<file path="src/shared/flash_host_pkg.sv">
// Shared constants, timing figures and carrier types of the flash host controller.
package flash_host_pkg;

  // ----------------------------------------------------------------
  // Clock and bus timing
  // ----------------------------------------------------------------
  localparam int CLK_NS = 10;
  localparam int T_WP_NS = 40;
  localparam int T_WPH_NS = 20;
  localparam int T_ACC_NS = 150;
  localparam int T_VPP_NS = 100;
  localparam int T_PROG_US = 10;
  localparam int T_RECOV_US = 6;
  localparam int T_ERASE_US = 9500;
  localparam int SYNC_CYC = 2;

  // Least time in whole clock cycles, never below one.
  function automatic int cyc_min(input int ns);
    int c;
    c = (ns + CLK_NS - 1) / CLK_NS;
    cyc_min = (c < 1) ? 1 : c;
  endfunction : cyc_min

  localparam int WP_CYC = cyc_min(T_WP_NS);
  localparam int WPH_CYC = cyc_min(T_WPH_NS);
  localparam int ACC_CYC = cyc_min(T_ACC_NS);
  localparam int VPP_CYC = cyc_min(T_VPP_NS);
  localparam int PROG_CYC = cyc_min(T_PROG_US * 1000);
  localparam int RECOV_CYC = cyc_min(T_RECOV_US * 1000);
  localparam int ERASE_CYC = cyc_min(T_ERASE_US * 1000);

  // ----------------------------------------------------------------
  // Command bytes, data values and limits
  // ----------------------------------------------------------------
  localparam logic [7:0] CMD_READ = 8'h00;
  localparam logic [7:0] CMD_SIG = 8'h90;
  localparam logic [7:0] CMD_ERASE = 8'h20;
  localparam logic [7:0] CMD_ERASE_VFY = 8'hA0;
  localparam logic [7:0] CMD_PROG = 8'h40;
  localparam logic [7:0] CMD_PROG_VFY = 8'hC0;
  localparam logic [7:0] CMD_RESET = 8'hFF;
  localparam logic [7:0] ERASED_BYTE = 8'hFF;
  localparam logic [7:0] PRECOND_BYTE = 8'h00;
  localparam int PROG_TRIES = 25;
  localparam int ERASE_TRIES = 1000;
  localparam int ADDR_W = 16;

  // ----------------------------------------------------------------
  // Types
  // ----------------------------------------------------------------
  typedef enum logic [2:0] {
    OP_READ = 3'h0,
    OP_SIG = 3'h1,
    OP_PROG = 3'h2,
    OP_ERASE = 3'h3,
    OP_RESET = 3'h4
  } op_t;

  typedef struct packed {
    op_t op;
    logic [ADDR_W-1:0] addr;
    logic [7:0] data;
  } host_cmd_t;

  typedef struct packed {
    logic ok;
    logic [7:0] data;
  } host_rsp_t;

  typedef struct packed {
    logic wr;
    logic [ADDR_W-1:0] addr;
    logic [7:0] data;
  } bus_req_t;

  typedef struct packed {
    logic ce_n;
    logic oe_n;
    logic we_n;
    logic [ADDR_W-1:0] addr;
    logic [7:0] dout;
    logic dout_en_n;
  } flash_pins_t;

endpackage : flash_host_pkg

</file>
<file path="src/hdl/flash_host.sv">
// Host controller that runs read, signature, program, erase and reset on the flash.
`timescale 1ns/100ps
// Notes on behaviour
// - Each command goes out in one or two consecutive write cycles, chosen by the first byte.
// - After a program or erase write the host waits at least 6 us before a read.
// - A write may follow a read with no recovery delay.
// - The host retries program and verify for a byte at most 25 times.
// - Before a chip erase the host programs every byte to 00H.
// - 00H selects array read; 90H selects signature reads at addresses 0 and 1.
// - Erase is 20H twice; program is 40H then a write of address and data.
// - C0H enters program verify; A0H enters erase verify and latches the address.
module flash_host #(
  parameter int ERASE_PULSE_CYC = flash_host_pkg::ERASE_CYC,
  parameter int PROG_LIMIT = flash_host_pkg::PROG_TRIES,
  parameter int ERASE_LIMIT = flash_host_pkg::ERASE_TRIES
) (
  input wire logic clk_sys,
  input wire logic resetn,
  input wire logic cmd_valid,
  output logic cmd_ready,
  input wire flash_host_pkg::host_cmd_t cmd,
  output logic rsp_valid,
  output flash_host_pkg::host_rsp_t rsp,
  output flash_host_pkg::flash_pins_t pins,
  input wire logic [7:0] dq_in,
  output logic vpp_en
);

  // ----------------------------------------------------------------
  // State and storage
  // ----------------------------------------------------------------
  typedef enum logic [9:0] {
    M_IDLE = 10'b0000000001,
    M_VPP = 10'b0000000010,
    M_C1 = 10'b0000000100,
    M_C2 = 10'b0000001000,
    M_PULSE = 10'b0000010000,
    M_VCMD = 10'b0000100000,
    M_RECOV = 10'b0001000000,
    M_RD = 10'b0010000000,
    M_CHECK = 10'b0100000000,
    M_FIN = 10'b1000000000
  } mstate_t;

  localparam int AW = flash_host_pkg::ADDR_W;

  mstate_t state, next_state;
  flash_host_pkg::op_t op, next_op;
  logic [AW-1:0] addr, next_addr;
  logic [7:0] data, next_data;
  logic [9:0] tries, next_tries;
  logic [19:0] timer, next_timer;
  logic pre, next_pre;
  logic sent, next_sent;
  logic next_rsp_valid, next_vpp, done_pend, next_done_pend;
  flash_host_pkg::host_rsp_t next_rsp;
  flash_host_pkg::bus_req_t breq;
  logic issue, breq_valid, breq_ready, bus_done, erasing, pass;
  logic [7:0] rdata;
  logic [19:0] stay_cnt;

  // First command byte of each operation.
  function automatic logic [7:0] first_byte(input flash_host_pkg::op_t o, input logic p);
    unique case (o)
      flash_host_pkg::OP_READ: first_byte = flash_host_pkg::CMD_READ;
      flash_host_pkg::OP_SIG: first_byte = flash_host_pkg::CMD_SIG;
      flash_host_pkg::OP_ERASE: first_byte = p ? flash_host_pkg::CMD_PROG : flash_host_pkg::CMD_ERASE;
      flash_host_pkg::OP_RESET: first_byte = flash_host_pkg::CMD_RESET;
      default: first_byte = flash_host_pkg::CMD_PROG;
    endcase
  endfunction : first_byte

  assign cmd_ready = (state == M_IDLE);
  assign erasing = (op == flash_host_pkg::OP_ERASE) && !pre;
  assign breq_valid = issue && !sent;
  assign pass = (rdata == (erasing ? flash_host_pkg::ERASED_BYTE : data));

  flash_bus_cycle u_cycle (
    .clk_sys(clk_sys),
    .resetn(resetn),
    .req_valid(breq_valid),
    .req(breq),
    .req_ready(breq_ready),
    .done(bus_done),
    .rdata(rdata),
    .pins(pins),
    .dq_in(dq_in)
  );

  // ----------------------------------------------------------------
  // Operation sequencer
  // ----------------------------------------------------------------
  // Walks each operation through its write, pulse, verify and read steps.
  always_comb begin
    next_state = state;
    next_op = op;
    next_addr = addr;
    next_data = data;
    next_tries = tries;
    next_timer = timer;
    next_pre = pre;
    next_rsp_valid = 1'b0;
    next_rsp = rsp;
    next_vpp = vpp_en;
    next_done_pend = done_pend;
    issue = 1'b0;
    breq = '{1'b1, addr, flash_host_pkg::CMD_READ};
    unique case (state)
      M_IDLE: begin
        if (cmd_valid) begin
          next_op = cmd.op;
          next_pre = (cmd.op == flash_host_pkg::OP_ERASE);
          next_addr = next_pre ? '0 : cmd.addr;
          next_data = next_pre ? flash_host_pkg::PRECOND_BYTE : cmd.data;
          next_tries = 10'h000;
          next_vpp = 1'b1;
          next_timer = 20'(flash_host_pkg::VPP_CYC - 1);
          next_state = M_VPP;
        end
      end
      M_VPP: begin
        next_timer = timer - 20'h00001;
        if (timer == 20'h00000) begin
          next_state = M_C1;
        end
      end
      M_C1: begin
        issue = 1'b1;
        breq.data = first_byte(op, pre);
        if (bus_done) begin
          // Read and signature are one-write commands; the rest take two.
          if (op == flash_host_pkg::OP_READ || op == flash_host_pkg::OP_SIG) begin
            next_state = M_RD;
          end else begin
            next_state = M_C2;
          end
        end
      end
      M_C2: begin
        issue = 1'b1;
        if (op == flash_host_pkg::OP_RESET) begin
          breq.data = flash_host_pkg::CMD_RESET;
        end else if (erasing) begin
          breq.data = flash_host_pkg::CMD_ERASE;
        end else begin
          breq.data = data;
        end
        if (bus_done) begin
          if (op == flash_host_pkg::OP_RESET) begin
            next_rsp = '{1'b1, 8'h00};
            next_done_pend = 1'b1;
            next_state = M_FIN;
          end else begin
            next_timer = erasing ? 20'(ERASE_PULSE_CYC - 1)
                                 : 20'(flash_host_pkg::PROG_CYC - 1);
            next_state = M_PULSE;
          end
        end
      end
      M_PULSE: begin
        next_timer = timer - 20'h00001;
        if (timer == 20'h00000) begin
          next_state = M_VCMD;
        end
      end
      M_VCMD: begin
        issue = 1'b1;
        breq.data = erasing ? flash_host_pkg::CMD_ERASE_VFY
                            : flash_host_pkg::CMD_PROG_VFY;
        if (bus_done) begin
          next_timer = 20'(flash_host_pkg::RECOV_CYC - 1);
          next_state = M_RECOV;
        end
      end
      M_RECOV: begin
        next_timer = timer - 20'h00001;
        if (timer == 20'h00000) begin
          next_state = M_RD;
        end
      end
      M_RD: begin
        issue = 1'b1;
        breq.wr = 1'b0;
        if (op == flash_host_pkg::OP_SIG) begin
          breq.addr = {{(AW-1){1'b0}}, addr[0]};
        end
        if (bus_done) begin
          if (op == flash_host_pkg::OP_READ || op == flash_host_pkg::OP_SIG) begin
            next_rsp = '{1'b1, rdata};
            next_done_pend = 1'b1;
            next_state = M_FIN;
          end else begin
            next_state = M_CHECK;
          end
        end
      end
      M_CHECK: begin
        next_tries = tries + 10'h001;
        next_state = M_C1;
        if (pass && erasing) begin
          next_tries = tries;
          next_state = M_VCMD;
          next_addr = addr + 1'b1;
          if (&addr) begin
            next_rsp = '{1'b1, rdata};
            next_state = M_FIN;
          end
        end else if (pass) begin
          next_tries = 10'h000;
          next_addr = addr + 1'b1;
          if (op == flash_host_pkg::OP_PROG) begin
            next_rsp = '{1'b1, rdata};
            next_state = M_FIN;
          end else if (&addr) begin
            next_pre = 1'b0;
          end
        end else if (!erasing && tries == 10'(PROG_LIMIT - 1)) begin
          next_rsp = '{1'b0, rdata};
          next_state = M_FIN;
        end else if (erasing && tries == 10'(ERASE_LIMIT - 1)) begin
          next_rsp = '{1'b0, rdata};
          next_state = M_FIN;
        end
      end
      M_FIN: begin
        issue = !done_pend;
        breq.data = flash_host_pkg::CMD_READ;
        if (bus_done || done_pend) begin
          next_done_pend = 1'b0;
          next_rsp_valid = 1'b1;
          next_vpp = 1'b0;
          next_state = M_IDLE;
        end
      end
    endcase
    next_sent = (sent || (breq_valid && breq_ready)) && !bus_done;
  end

  // Registers the sequencer.
  always_ff @(posedge clk_sys or negedge resetn) begin
    if (!resetn) begin
      state <= M_IDLE;
      op <= flash_host_pkg::OP_READ;
      addr <= '0;
      data <= 8'h00;
      tries <= 10'h000;
      timer <= 20'h00000;
      pre <= 1'b0;
      sent <= 1'b0;
      rsp_valid <= 1'b0;
      rsp <= '0;
      vpp_en <= 1'b0;
      done_pend <= 1'b0;
    end else begin
      state <= next_state;
      op <= next_op;
      addr <= next_addr;
      data <= next_data;
      tries <= next_tries;
      timer <= next_timer;
      pre <= next_pre;
      sent <= next_sent;
      rsp_valid <= next_rsp_valid;
      rsp <= next_rsp;
      vpp_en <= next_vpp;
      done_pend <= next_done_pend;
    end
  end

  // ----------------------------------------------------------------
  // Checks
  // ----------------------------------------------------------------
  // Counts cycles spent in the present state.
  always_ff @(posedge clk_sys or negedge resetn) begin
    if (!resetn) begin
      stay_cnt <= 20'h00000;
    end else begin
      stay_cnt <= (next_state != state) ? 20'h00000 : stay_cnt + 20'h00001;
    end
  end
endmodule : flash_host

</file>
<file path="src/hdl/flash_bus_cycle.sv">
// Single read or write bus cycle on the flash strobe pins.
`timescale 1ns/100ps
module flash_bus_cycle (
  input wire logic clk_sys,
  input wire logic resetn,
  input wire logic req_valid,
  input wire flash_host_pkg::bus_req_t req,
  output logic req_ready,
  output logic done,
  output logic [7:0] rdata,
  output flash_host_pkg::flash_pins_t pins,
  input wire logic [7:0] dq_in
);

  // ----------------------------------------------------------------
  // State
  // ----------------------------------------------------------------
  typedef enum logic [4:0] {
    B_IDLE = 5'b00001,
    B_SETUP = 5'b00010,
    B_STROBE = 5'b00100,
    B_HOLD = 5'b01000,
    B_READ = 5'b10000
  } bstate_t;

  localparam flash_host_pkg::flash_pins_t PINS_IDLE = '{1'b1, 1'b1, 1'b1, '0, 8'h00, 1'b1};

  bstate_t state, next_state;
  logic [5:0] cnt, next_cnt;
  logic next_done;
  logic [7:0] next_rdata;
  flash_host_pkg::flash_pins_t next_pins;
  logic [7:0] dq_s1, dq_s2;

  assign req_ready = (state == B_IDLE);

  // Read data arrives from the pins and passes two flip-flops.
  always_ff @(posedge clk_sys or negedge resetn) begin
    if (!resetn) begin
      dq_s1 <= 8'h00;
      dq_s2 <= 8'h00;
    end else begin
      dq_s1 <= dq_in;
      dq_s2 <= dq_s1;
    end
  end

  // Sequences chip select, strobes and data drive for one cycle.
  always_comb begin
    next_state = state;
    next_cnt = cnt;
    next_done = 1'b0;
    next_rdata = rdata;
    next_pins = pins;
    unique case (state)
      B_IDLE: begin
        if (req_valid) begin
          next_pins.addr = req.addr;
          next_pins.ce_n = 1'b0;
          if (req.wr) begin
            next_pins.dout = req.data;
            next_pins.dout_en_n = 1'b0;
            next_state = B_SETUP;
          end else begin
            next_pins.oe_n = 1'b0;
            next_cnt = 6'(flash_host_pkg::ACC_CYC + flash_host_pkg::SYNC_CYC - 1);
            next_state = B_READ;
          end
        end
      end
      B_SETUP: begin
        next_pins.we_n = 1'b0;
        next_cnt = 6'(flash_host_pkg::WP_CYC - 1);
        next_state = B_STROBE;
      end
      B_STROBE: begin
        if (cnt == 6'h00) begin
          next_pins.we_n = 1'b1;
          next_cnt = 6'(flash_host_pkg::WPH_CYC - 1);
          next_state = B_HOLD;
        end else begin
          next_cnt = cnt - 6'h01;
        end
      end
      B_HOLD: begin
        if (cnt == 6'h00) begin
          next_pins = PINS_IDLE;
          next_done = 1'b1;
          next_state = B_IDLE;
        end else begin
          next_cnt = cnt - 6'h01;
        end
      end
      B_READ: begin
        if (cnt == 6'h00) begin
          next_rdata = dq_s2;
          next_pins = PINS_IDLE;
          next_done = 1'b1;
          next_state = B_IDLE;
        end else begin
          next_cnt = cnt - 6'h01;
        end
      end
    endcase
  end

  // Registers the cycle sequencer.
  always_ff @(posedge clk_sys or negedge resetn) begin
    if (!resetn) begin
      state <= B_IDLE;
      cnt <= 6'h00;
      done <= 1'b0;
      rdata <= 8'h00;
      pins <= PINS_IDLE;
    end else begin
      state <= next_state;
      cnt <= next_cnt;
      done <= next_done;
      rdata <= next_rdata;
      pins <= next_pins;
    end
  end
endmodule : flash_bus_cycle

</file>
<file path="config.mk">
export PLATFORM = sky130hd
export DESIGN_NAME = flash_host
export DESIGN_NICKNAME = d
export VERILOG_FILES = /design/src/shared/flash_host_pkg.sv /design/src/hdl/flash_host.sv /design/src/hdl/flash_bus_cycle.sv
export SDC_FILE = /design/constraint.sdc
export NUM_CORES = 1
export LEC_CHECK = 0
export BUFFER_PORTS_ARGS = -buffer_cell sky130_fd_sc_hd__buf_2
export CAP_MARGIN = 40
export CORE_MARGIN = 2
export CORE_UTILIZATION = 60
export DETAILED_ROUTE_END_ITERATION = 16
export GPL_TIMING_DRIVEN = 0
export PLACE_DENSITY = 0.92
export SYNTH_ARGS = -nofsm -noshare
export SYNTH_HDL_FRONTEND = slang
export SYNTH_HIERARCHICAL = 1
export SYNTH_SLANG_ARGS = --single-unit
</file>
<file path="constraint.sdc">
create_clock -name clk_sys -period 7.6 [get_ports clk_sys]
set_clock_uncertainty 0.15 [all_clocks]
set_input_delay 1.52 -clock clk_sys [delete_from_list [all_inputs] [get_ports clk_sys]]
set_output_delay 1.52 -clock clk_sys [all_outputs]
set_load 0.05 [all_outputs]
</file>
==> Word level (Yosys, flattened, before mapping) <==
Index checks and enable logic that the tools add are counted.
{ "word_totals": {"rom_bits": 0, "inputBits": 38, "memories": 0, "word_cells": 216, "mem_bits_rw": 0, "ff_bits": 145, "latch_bits": 0, "output_inout_bits": 40} }
{ "classes": {"div": 0, "eq_ne": 49, "bitwise": 0, "n_reduce_logical": 45, "n_lt_le_gt_ge": 0, "mul": 0, "muxes": 93, "add_sub_neg": 4, "n_shift": 0} }
{ "op_table": {"columns": ["cell", "count"], "rows": [
  ["10-bit 2-to-1 mux", 20],
  ["20-bit 2-to-1 mux", 5],
  ["10-bit case mux with 10 select lines", 1],
  ["9-bit 2-to-1 mux", 11],
  ["16-bit 2-to-1 mux", 5],
  ["20-bit case mux with 4 select lines", 1],
  ["25-bit case mux with 2 select lines", 1],
  ["8-bit 2-to-1 mux", 5],
  ["2-bit != test, second input constant", 16],
  ["16-bit case mux with 2 select lines", 1],
  ["8-bit case mux with 4 select lines", 1],
  ["28-bit 2-to-1 mux", 1],
  ["9-bit case mux with 3 select lines", 1],
  ["25-bit 2-to-1 mux", 1],
  ["6-bit 2-to-1 mux", 4],
  ["6-bit case mux with 4 select lines", 1],
  ["8-bit case mux with 3 select lines", 1],
  ["3-bit AND reduction", 7],
  ["10-bit == test, second input constant", 2],
  ["10-bit by 5-bit == test with 1-bit output, second input constant", 2],
  ["20-bit logical NOT", 1],
  ["5-bit 2-to-1 mux", 4],
  ["10-bit case mux with 2 select lines", 1],
  ["5-bit case mux with 4 select lines", 1],
  ["50 further kinds", 97]
]} }

==> Longest topological paths before layout <==
Gate-level depths: netlist of run 1.
{ "logic_depth": {"depth_word": 8, "mapped_depth": 13, "mapped_depth_nobuf": 11} }

==> Modules after synthesis <==
Netlist of run 1, hierarchy kept.
{ "modules_own_cells": {"columns": ["module", "area_each_um2", "instances", "seq_area_each_um2", "cells_each"], "rows": [
  ["flash_host", 5124.9, 1, 2028.2, 611],
  ["flash_bus_cycle", 2546.2, 1, 1607.8, 231]
]} }

==> Worst setup path after synthesis of run 1 <==
Ideal clock, no wire load.
{ "synth_path": {"kind": "register to output", "start": "register, netlist name state[5]", "end": "output port cmd_ready", "slack_ns": 4.084, "arrival_ns": 1.846, "t_required_ns": 5.930, "stages_incl_launch_ff": 4, "n_path_buf": 1, "path_cell_list": "dfrtp_1 -> buf_6 -> or4_4 -> nor4_4"} }
{ "synth_rtl": {"columns": ["element", "line", "source"], "rows": [
  ["to (decl)", "flash_host.sv:20", "output logic cmd_ready,"]
]} }

==> out/results.ini, run 1 <==
[run_status]
status=finished, final reports clean

[synthesis]
ys_top_cells_by_area=dfrtp_1, nand2_1, o21ai_0
yosysTopAreaCell=dfrtp_1
syn-num-nets=886
synth_top_area_share_pct=45.3
synth-main-ff-cell=dfrtp_1
yosys.cell_count.top_type=dfrtp_1
synthArstFlopShare_pct=100
synth-seq-cells=145
synth_area_um2=7670
ys_types=82
yosysWarnings=6
syn_avg_cell_area_um2=9.11
netlist_instances=842
synth_commonest_cells=dfrtp_1, nand2_1, nor2_1
synth-edff-count=0
ys_seq_area_share_pct=47.4

[worst_hold_path]
hold_path_class=reg -> reg
hold_start=u_cycle/dq_s1[0]

[worst_setup_path]
cp-end-kind=primary output
reg2reg_from=state[1]
crit_type=reg -> out
worst_ep_arrival_time_ps=2490
cp-start-kind=flop
cp.required_ps=5930
cp_max_fo=8
crit_start=state[4]

[power]
pwr-share-seq_pct=45.1
intPower_uw=1390
pwr-share-comb_pct=2.0
powerDensity_nw_per_um2=193
p_switching_uw=344
peakVddDrop_mv=0.201
clkPwrFrac_pct=52.9
power_leakage_uw=0.00419
switching_share_pct=19.9

[floorplan]
core-area_um2=12600
rows=41
die_h_um=117
start_util_pct=61.0
die_w_um=117
die-area_um2=13700
boundaryPins=78

[global_routing]
antenna_found_initial=0
use_met2_pct=48.9
busiest_layer=met2
grt_pass1_vias=6745
grt_pass1_wl_um=32700
grt_max_degree=75
gr-total-overflow=0
met3_usage_pct=7.05
grtUsageTotal_pct=30.9
use_met1_pct=42.1

[sta]
worstMarginPinSlew_ps=716
setup_viol=0
rsz0062_at_grt=no
min_period_ps=4160
slew_headroom_pct=52.1
finalCritPeriodShare_pct=54.8
maxSlewViolCount=0
setup_ws_ps=3440
tns_ps=0
clock.fmax_ghz=0.240
hold_viol_final=0

[final_layout]
diodes=0
areaGrowthSynthToFinish_pct=16.7
nets=983
num-fill-cells=937
layout-drive-gt1-share_pct=19.9

[clock_tree]
cts_setup_buffers=0
tritoncts=yes
cts_max_level=4
clk_latency_ps=430
cts_buffer_depth=2
cts_resized=0
hold_buffers=0
numCtsBuffers=17
root_buffer=clkbuf_16
clock-sinks=145
path_clk_slew_ps=60

[placed_design]
dp_hpwl_um=13700
routabilityCongestion=0.934
numPortBuffers=77
post-place-ws_ps=3920

[routing]
drtIter0Drc=980
drtPass1Iterations=6
wl_per_cell_um=17.6
wirelength_um=19800
drc_errors=0
antenna_left=0
drt-vias-per-instance=6.14
dr_total_vias=6898

[job]
drv_cap=0

state kept, by name (all words and copies together) (netlist names), 3 cells and up:
signal / cells
u_cycle/pins: 28
timer: 20
addr: 16
state: 10
tries: 10
rsp: 9
data: 8
u_cycle/dq_s1: 8
u_cycle/dq_s2: 8
u_cycle/rdata: 8
u_cycle/cnt: 6
u_cycle/state: 5
op: 3
cell type report:
type                       instances  area, um2  area share (%)
inverter                          24       90.1            1.01
clock inverter                    11        184            2.06
tap                              172        215            2.40
timing repair buffer              78        419            4.68
multi-input combinational        632       3720            41.6
sequential                       145       3640            40.6
buffer                            41        220            2.46
clock buffer                      21        460            5.14
power by group through the flow:
stage,logic [uW],registers [uW],clock network (uW)
floorplan,5.88,793,0
detailed placement,35.5,794,0
finish,35.3,781,915
global placement,32.7,794,0
CTS,35.8,781,922
global route,40.1,781,958
critical path, cell delays in order, from the launching register on:
cell and delay (ps):
dfrtp_1 360, buf_2 180, or4_4 560, nor4_4 580
buf_2 380
logic make-up (layout without fill, tap and decap cells):
kind of cell	Yosys count	in the layout	synth area share [%]
xor+xnor	12	12	1.37
fa+ha+maj	6	6	0.979
mux	15	15	2.32
compound gates	223	223	18.5
buf+inv	65	175	4.04
simple gates	376	376	25.4
flops	145	145	47.4
routing by layer:
| layer | routed length [um] | vias up |
|---|---|---|
| met5 | 0 | - |
| met3 | 1530 | 59 |
| met4 | 503 | 0 |
| li1 | - | 3209 |
| met1 | 8270 | 3281 |
| met2 | 9510 | 349 |
layout by cell type, fill, tap and decap left out, types with 7 or more instances in the layout:
cell type	n
buf_2	92
inv_1	23
a21oi_1	49
dfrtp_1	139
nand2_1	122
a31oi_1	14
mux2_2	10
o21ai_1	25
or3_1	10
xor2_1	7
nand4_1	8
nand3_1	52
o21ai_0	62
and2_1	27
o22ai_1	9
nor4_1	7
clkbuf_1	18
nor3_1	21
clkbuf_16	17
and3_1	10
nor2_1	65
stage by stage:
step / hold slack [ps] / utilization [%] / area [um2] / total power (uW) / std cells
after floorplan: 181 / - / 7670 / 799 / 842
after global placement: 182 / 65.8 / 8270 / 827 / 1091
after detailed placement: 187 / 66.1 / 8310 / 830 / 1092
after CTS: 202 / 71.2 / 8950 / 1740 / 1124
after global routing: 213 / 71.2 / 8950 / 1780 / 1124
final: 201 / 71.2 / 8950 / 1730 / 1124
worst paths after layout:
path,end,slack [ps],cells after the start
min in group asynchronous,u_cycle/dq_s1[6],980,1
min,u_cycle/dq_s2[0],200,0
max reg2reg,u_cycle/pins[3],3780,12
max in group asynchronous,u_cycle/pins[0],5510,2
max,cmd_ready,3440,4
min reg2reg,u_cycle/dq_s2[0],200,0
No activity file was read; power rests on OpenSTA's default activity.
==> run 2: changes to the inputs <==
CORE_UTILIZATION = 59   (was 60)
PLACE_DENSITY = 0.91   (was 0.92)
clock period = 4 ns   (was 7.6 ns; I/O delays follow)
==> out/results.ini, run 2 (synthesis results as in run 1) <==
[floorplan]
boundaryPins=78
die_h_um=118
rows=41
die_w_um=118
start_util_pct=60.5
core-area_um2=12700
die-area_um2=13900

[placed_design]
dp_hpwl_um=13900
routabilityCongestion=0.941
numPortBuffers=77

[worst_setup_path]
cp-start-kind=flop
r2r_setup_slack_ps=290
crit_start=state[1]
cp_max_fo=10
reg2regPathDepth=12
reg2reg_to=u_cycle/pins[4]
cp.required_ps=4140
crit_type=reg -> reg
worst_ep_arrival_time_ps=3850
reg2reg_from=state[1]
crit_end=u_cycle/pins[4]
cp-end-kind=flop

[routing]
drc_errors=0
drt-vias-per-instance=6.24
wirelength_um=19900
wl_met1_um=7970
wl_per_cell_um=17.6
dr_wl_met3_um=1580
routed.top_layer=met4
drtIter0Drc=807
antenna_left=0
drtPass1Iterations=8
met2_length_um=9640
dr_total_vias=7018

[sta]
rsz0062_at_grt=no
min_period_ps=3710
worstMarginPinSlew_ps=712
finalCritPeriodShare_pct=92.8
clock.fmax_ghz=0.269
slew_headroom_pct=52.3
hold_viol_final=0
setup_viol=0
holdWs_ps=159
maxSlewViolCount=0
tns_ps=0

[final_layout]
regMostFlops=u_cycle/pins
diodes=0
areaGrowthSynthToFinish_pct=16.1
final_common_cell=dfrtp_1
nets=985
layout_common_cells=dfrtp_1, nand2_1, buf_2, nor2_1, o21ai_0
largest_register_ffs=28
layout-drive-gt1-share_pct=19.6
top_regs=u_cycle/pins: 28 flops, timer: 20 flops, addr: 16 flops

[power]
power_leakage_uw=0.00416
powerDensity_nw_per_um2=351
peakVddDrop_mv=0.355

[clock_tree]
clock-sinks=145
path_clk_slew_ps=60
numCtsBuffers=17
cts_max_level=4
root_buffer=clkbuf_16
tritoncts=yes
hold_buffers=0
clk_latency_ps=430
cts_buffer_depth=2

[global_routing]
gr-total-overflow=0
grtUsageTotal_pct=29.8
antenna_found_initial=0
grt_max_degree=96
grt_pass1_vias=6751
grt_pass1_wl_um=33100

[job]
drv_cap=0

[worst_hold_path]
hold_path_class=in -> async

[run_status]
status=finished, final reports clean

==> run 2: cell types whose count changed in the layout (fill, tap and decap cells not counted), sizes merged <==
| cell | delta |
|---|---|
| clkbuf | +6 |
| clkinv | -5 |
| bufinv | -3 |
| buf | +2 |
| clkinvlp | +1 |
==> run 2: worst min-delay path by stage <==
stage / end / slack, ps / from / cells past startpoint
2_1_floorplan: u_cycle/dq_s2[0] / 180 / u_cycle/dq_s1[0] / 0
3_3_place_gp: u_cycle/dq_s2[7] / 180 / u_cycle/dq_s1[7] / 0
3_5_place_dp: u_cycle/dq_s2[5] / 180 / u_cycle/dq_s1[5] / 0
4_1_cts: u_cycle/dq_s1[7] / 170 / resetn / 1
5_1_grt: u_cycle/dq_s1[7] / 200 / resetn / 1
6_report: u_cycle/dq_s1[7] / 160 / resetn / 1
==> run 2: what timing repair did <==
action | 4_1_cts | 5_1_grt
resized for setup | 0 | 0
setup buffers | 0 | 2
endpoints found under the hold margin | 0 | 0
endpoints found under the setup margin | 0 | 18
==> run 2: final cells by class <==
cell class	instances	area, um2
repair buffers	80	434
multi-input cells	632	3720
inverters	24	90.1
fillers	999	3760
clock inverters	4	72.6
clock buffers	27	513
plain buffers	41	220
well taps	172	215
flip-flops and latches	145	3640
==> run 2: worst max-delay path, cell delays in order, from the launching register on <==
cell and delay [ps]:
dfrtp_1 450, nor4_2 520, nand4_1 380, and2_1 340, and3_1 230, o21ai_0 200, nor2b_1 340, and3_1 210
buf_2 210, o22ai_2 200, buf_6 220, nand2_1 60, o21ai_1 60
==> run 2: per-stage QoR <==
stage               cell area, um2  total power, uW  instances  util (%)  setup slack (ps)
floorplan                     7670             1520        842         -               946
detailed placement            8310             1580       1092      65.5               214
global route                  8910             3220       1125      70.3              22.4
global placement              8270             1570       1091      65.3             -13.3
finish                        8910             3130       1125      70.3               289
CTS                           8890             3140       1123      70.2               181
==> run 2: routing by layer <==
layer	vias to the layer above	track usage (%)
met5	-	0
met4	0	14.3
met3	66	6.01
met2	386	47.6
met1	3352	38.9
li1	3214	-
==> run 2: where the power goes <==
group | switching (uW) | total [uW] | internal (uW)
sequential | 5.33 | 1480 | 1480
clock | 579 | 1580 | 996
combinational | 44.1 | 66.4 | 22.3
==> run 3: changes to the inputs <==
CELL_PAD_IN_SITES_DETAIL_PLACEMENT = 0   (was unset)
CELL_PAD_IN_SITES_GLOBAL_PLACEMENT = 1   (was unset)
CORE_UTILIZATION = 46   (was 59)
CTS_CLUSTER_DIAMETER = 100   (was unset)
PLACE_DENSITY = 0.92   (was 0.91)
==> out/results.ini, run 3 (synthesis results as in run 1) <==
[floorplan]
rows=47
die_w_um=133
core-area_um2=16500
die_h_um=133
die-area_um2=17700
start_util_pct=46.6
boundaryPins=78

[global_routing]
grt_max_degree=83
busiest_layer=met2
use_met2_pct=37.6
met3_usage_pct=4.26
grtUsageTotal_pct=22.8
use_met1_pct=30.4
gr-total-overflow=0
grt_pass1_wl_um=32100
antenna_found_initial=0
grt_pass1_vias=6322

[clock_tree]
numCtsBuffers=17
cts_max_level=4
cts_buffer_depth=2
tritoncts=yes
cts_setup_buffers=0
clk_latency_ps=430
clock-sinks=145
cts_resized=0
root_buffer=clkbuf_16
path_clk_slew_ps=60
hold_buffers=0

[placed_design]
dp.cells=1140
routabilityCongestion=0.904
dp_hpwl_um=13900
post-place-ws_ps=329
numPortBuffers=77

[final_layout]
top_regs=u_cycle/pins: 28 flops, timer: 20 flops, addr: 16 flops
final_util_pct=54.4
regMostFlops=u_cycle/pins
final_common_cell=dfrtp_1
num-fill-cells=1536
largest_register_ffs=28
diodes=0
stdcell_count=1172
nets=983
layout_common_cells=dfrtp_1, nand2_1, buf_2, nor2_1, o21ai_0
layout-drive-gt1-share_pct=19.7
areaGrowthSynthToFinish_pct=16.8

[sta]
min_period_ps=3750
slew_headroom_pct=47.7
clock.fmax_ghz=0.267
rsz0062_at_grt=no
setup_viol=0
finalCritPeriodShare_pct=93.7
setup_ws_ps=251
worstMarginPinSlew_ps=781
hold_viol_final=0
maxSlewViolCount=0

[power]
power_leakage_uw=0.00415
peakVddDrop_mv=0.307
powerDensity_nw_per_um2=354

[run_status]
status=finished, final reports clean

[worst_setup_path]
cp-start-kind=flop
worst_ep_arrival_time_ps=3900
cp_max_fo=10
cp.required_ps=4150
crit_type=reg -> reg
cp-end-kind=flop

[routing]
drc_errors=0
drtPass1Iterations=6
dr_total_vias=6683
drtIter0Drc=508
drt-vias-per-instance=5.70
wl_per_cell_um=16.7
antenna_left=0
wirelength_um=19600

[worst_hold_path]
hold_path_class=in -> async

[job]
drv_cap=0

==> run 3: cell count changes in the layout (fill, tap and decap cells not counted), sizes merged <==
cell,change
buf,-2
bufinv,+1
clkbuf,-7
clkinv,+5
clkinvlp,+1
inv,+1
==> run 3: final timing paths <==
path | slack, ps | from | cells past startpoint | end
worst min register to register | 200 | u_cycle/dq_s1[3] | 0 | u_cycle/dq_s2[3]
worst max register to register | 250 | state[6] | 12 | u_cycle/pins[3]
min in group clk_sys | 200 | u_cycle/dq_s1[3] | 0 | u_cycle/dq_s2[3]
worst min-delay path | 200 | resetn | 1 | u_cycle/dq_s1[0]
worst max-delay path | 250 | state[6] | 12 | u_cycle/pins[3]
max in group asynchronous | 2650 | resetn | 2 | u_cycle/state[0]
==> run 3: cell type report <==
| cell class | count | area [um2] | share of cell area, % |
|---|---|---|---|
| multi-input combinational | 632 | 3720 | 41.6 |
| sequential | 145 | 3640 | 40.6 |
| clock buffer | 20 | 437 | 4.87 |
| timing repair buffer | 78 | 419 | 4.68 |
| tap | 220 | 275 | 3.07 |
| buffer | 41 | 220 | 2.46 |
| clock inverter | 12 | 159 | 1.77 |
| inverter | 24 | 90.1 | 1.01 |
==> run 3: critical path, cell delays in order, from the launching register on <==
cell,delay (ps)
dfrtp_1,360
clkbuf_1,220
nor4_1,570
nand4b_1,520
and3_1,350
o21ai_0,160
nor2b_1,350
and3_1,210
buf_2,210
o22ai_2,200
buf_6,210
nand2_1,70
o21ai_1,60
==> run 3: layer usage <==
| metal | up-vias | share of wire (%) |
|---|---|---|
| met2 | 161 | 49 |
| met5 | - | 0 |
| met4 | 0 | 2.3 |
| li1 | 3206 | - |
| met1 | 3281 | 44 |
| met3 | 35 | 4.0 |
==> run 3: report_power, final <==
group          switching [uW]  total (uW)  internal [uW]
registers                5.69        1480           1480
logic                    44.3        66.6           22.2
clock network             644        1630            983
total                     694        3180           2480
==> run 3: through the flow <==
step	cell area, um2	total power, uW	hold slack [ps]	setup TNS (ps)
floorplan	7670	1520	181	0
global placement	8330	1570	185	-24940
detailed placement	8370	1580	186	0
CTS	8960	3200	201	0
global route	8960	3270	212	0
finish	8960	3180	199	0
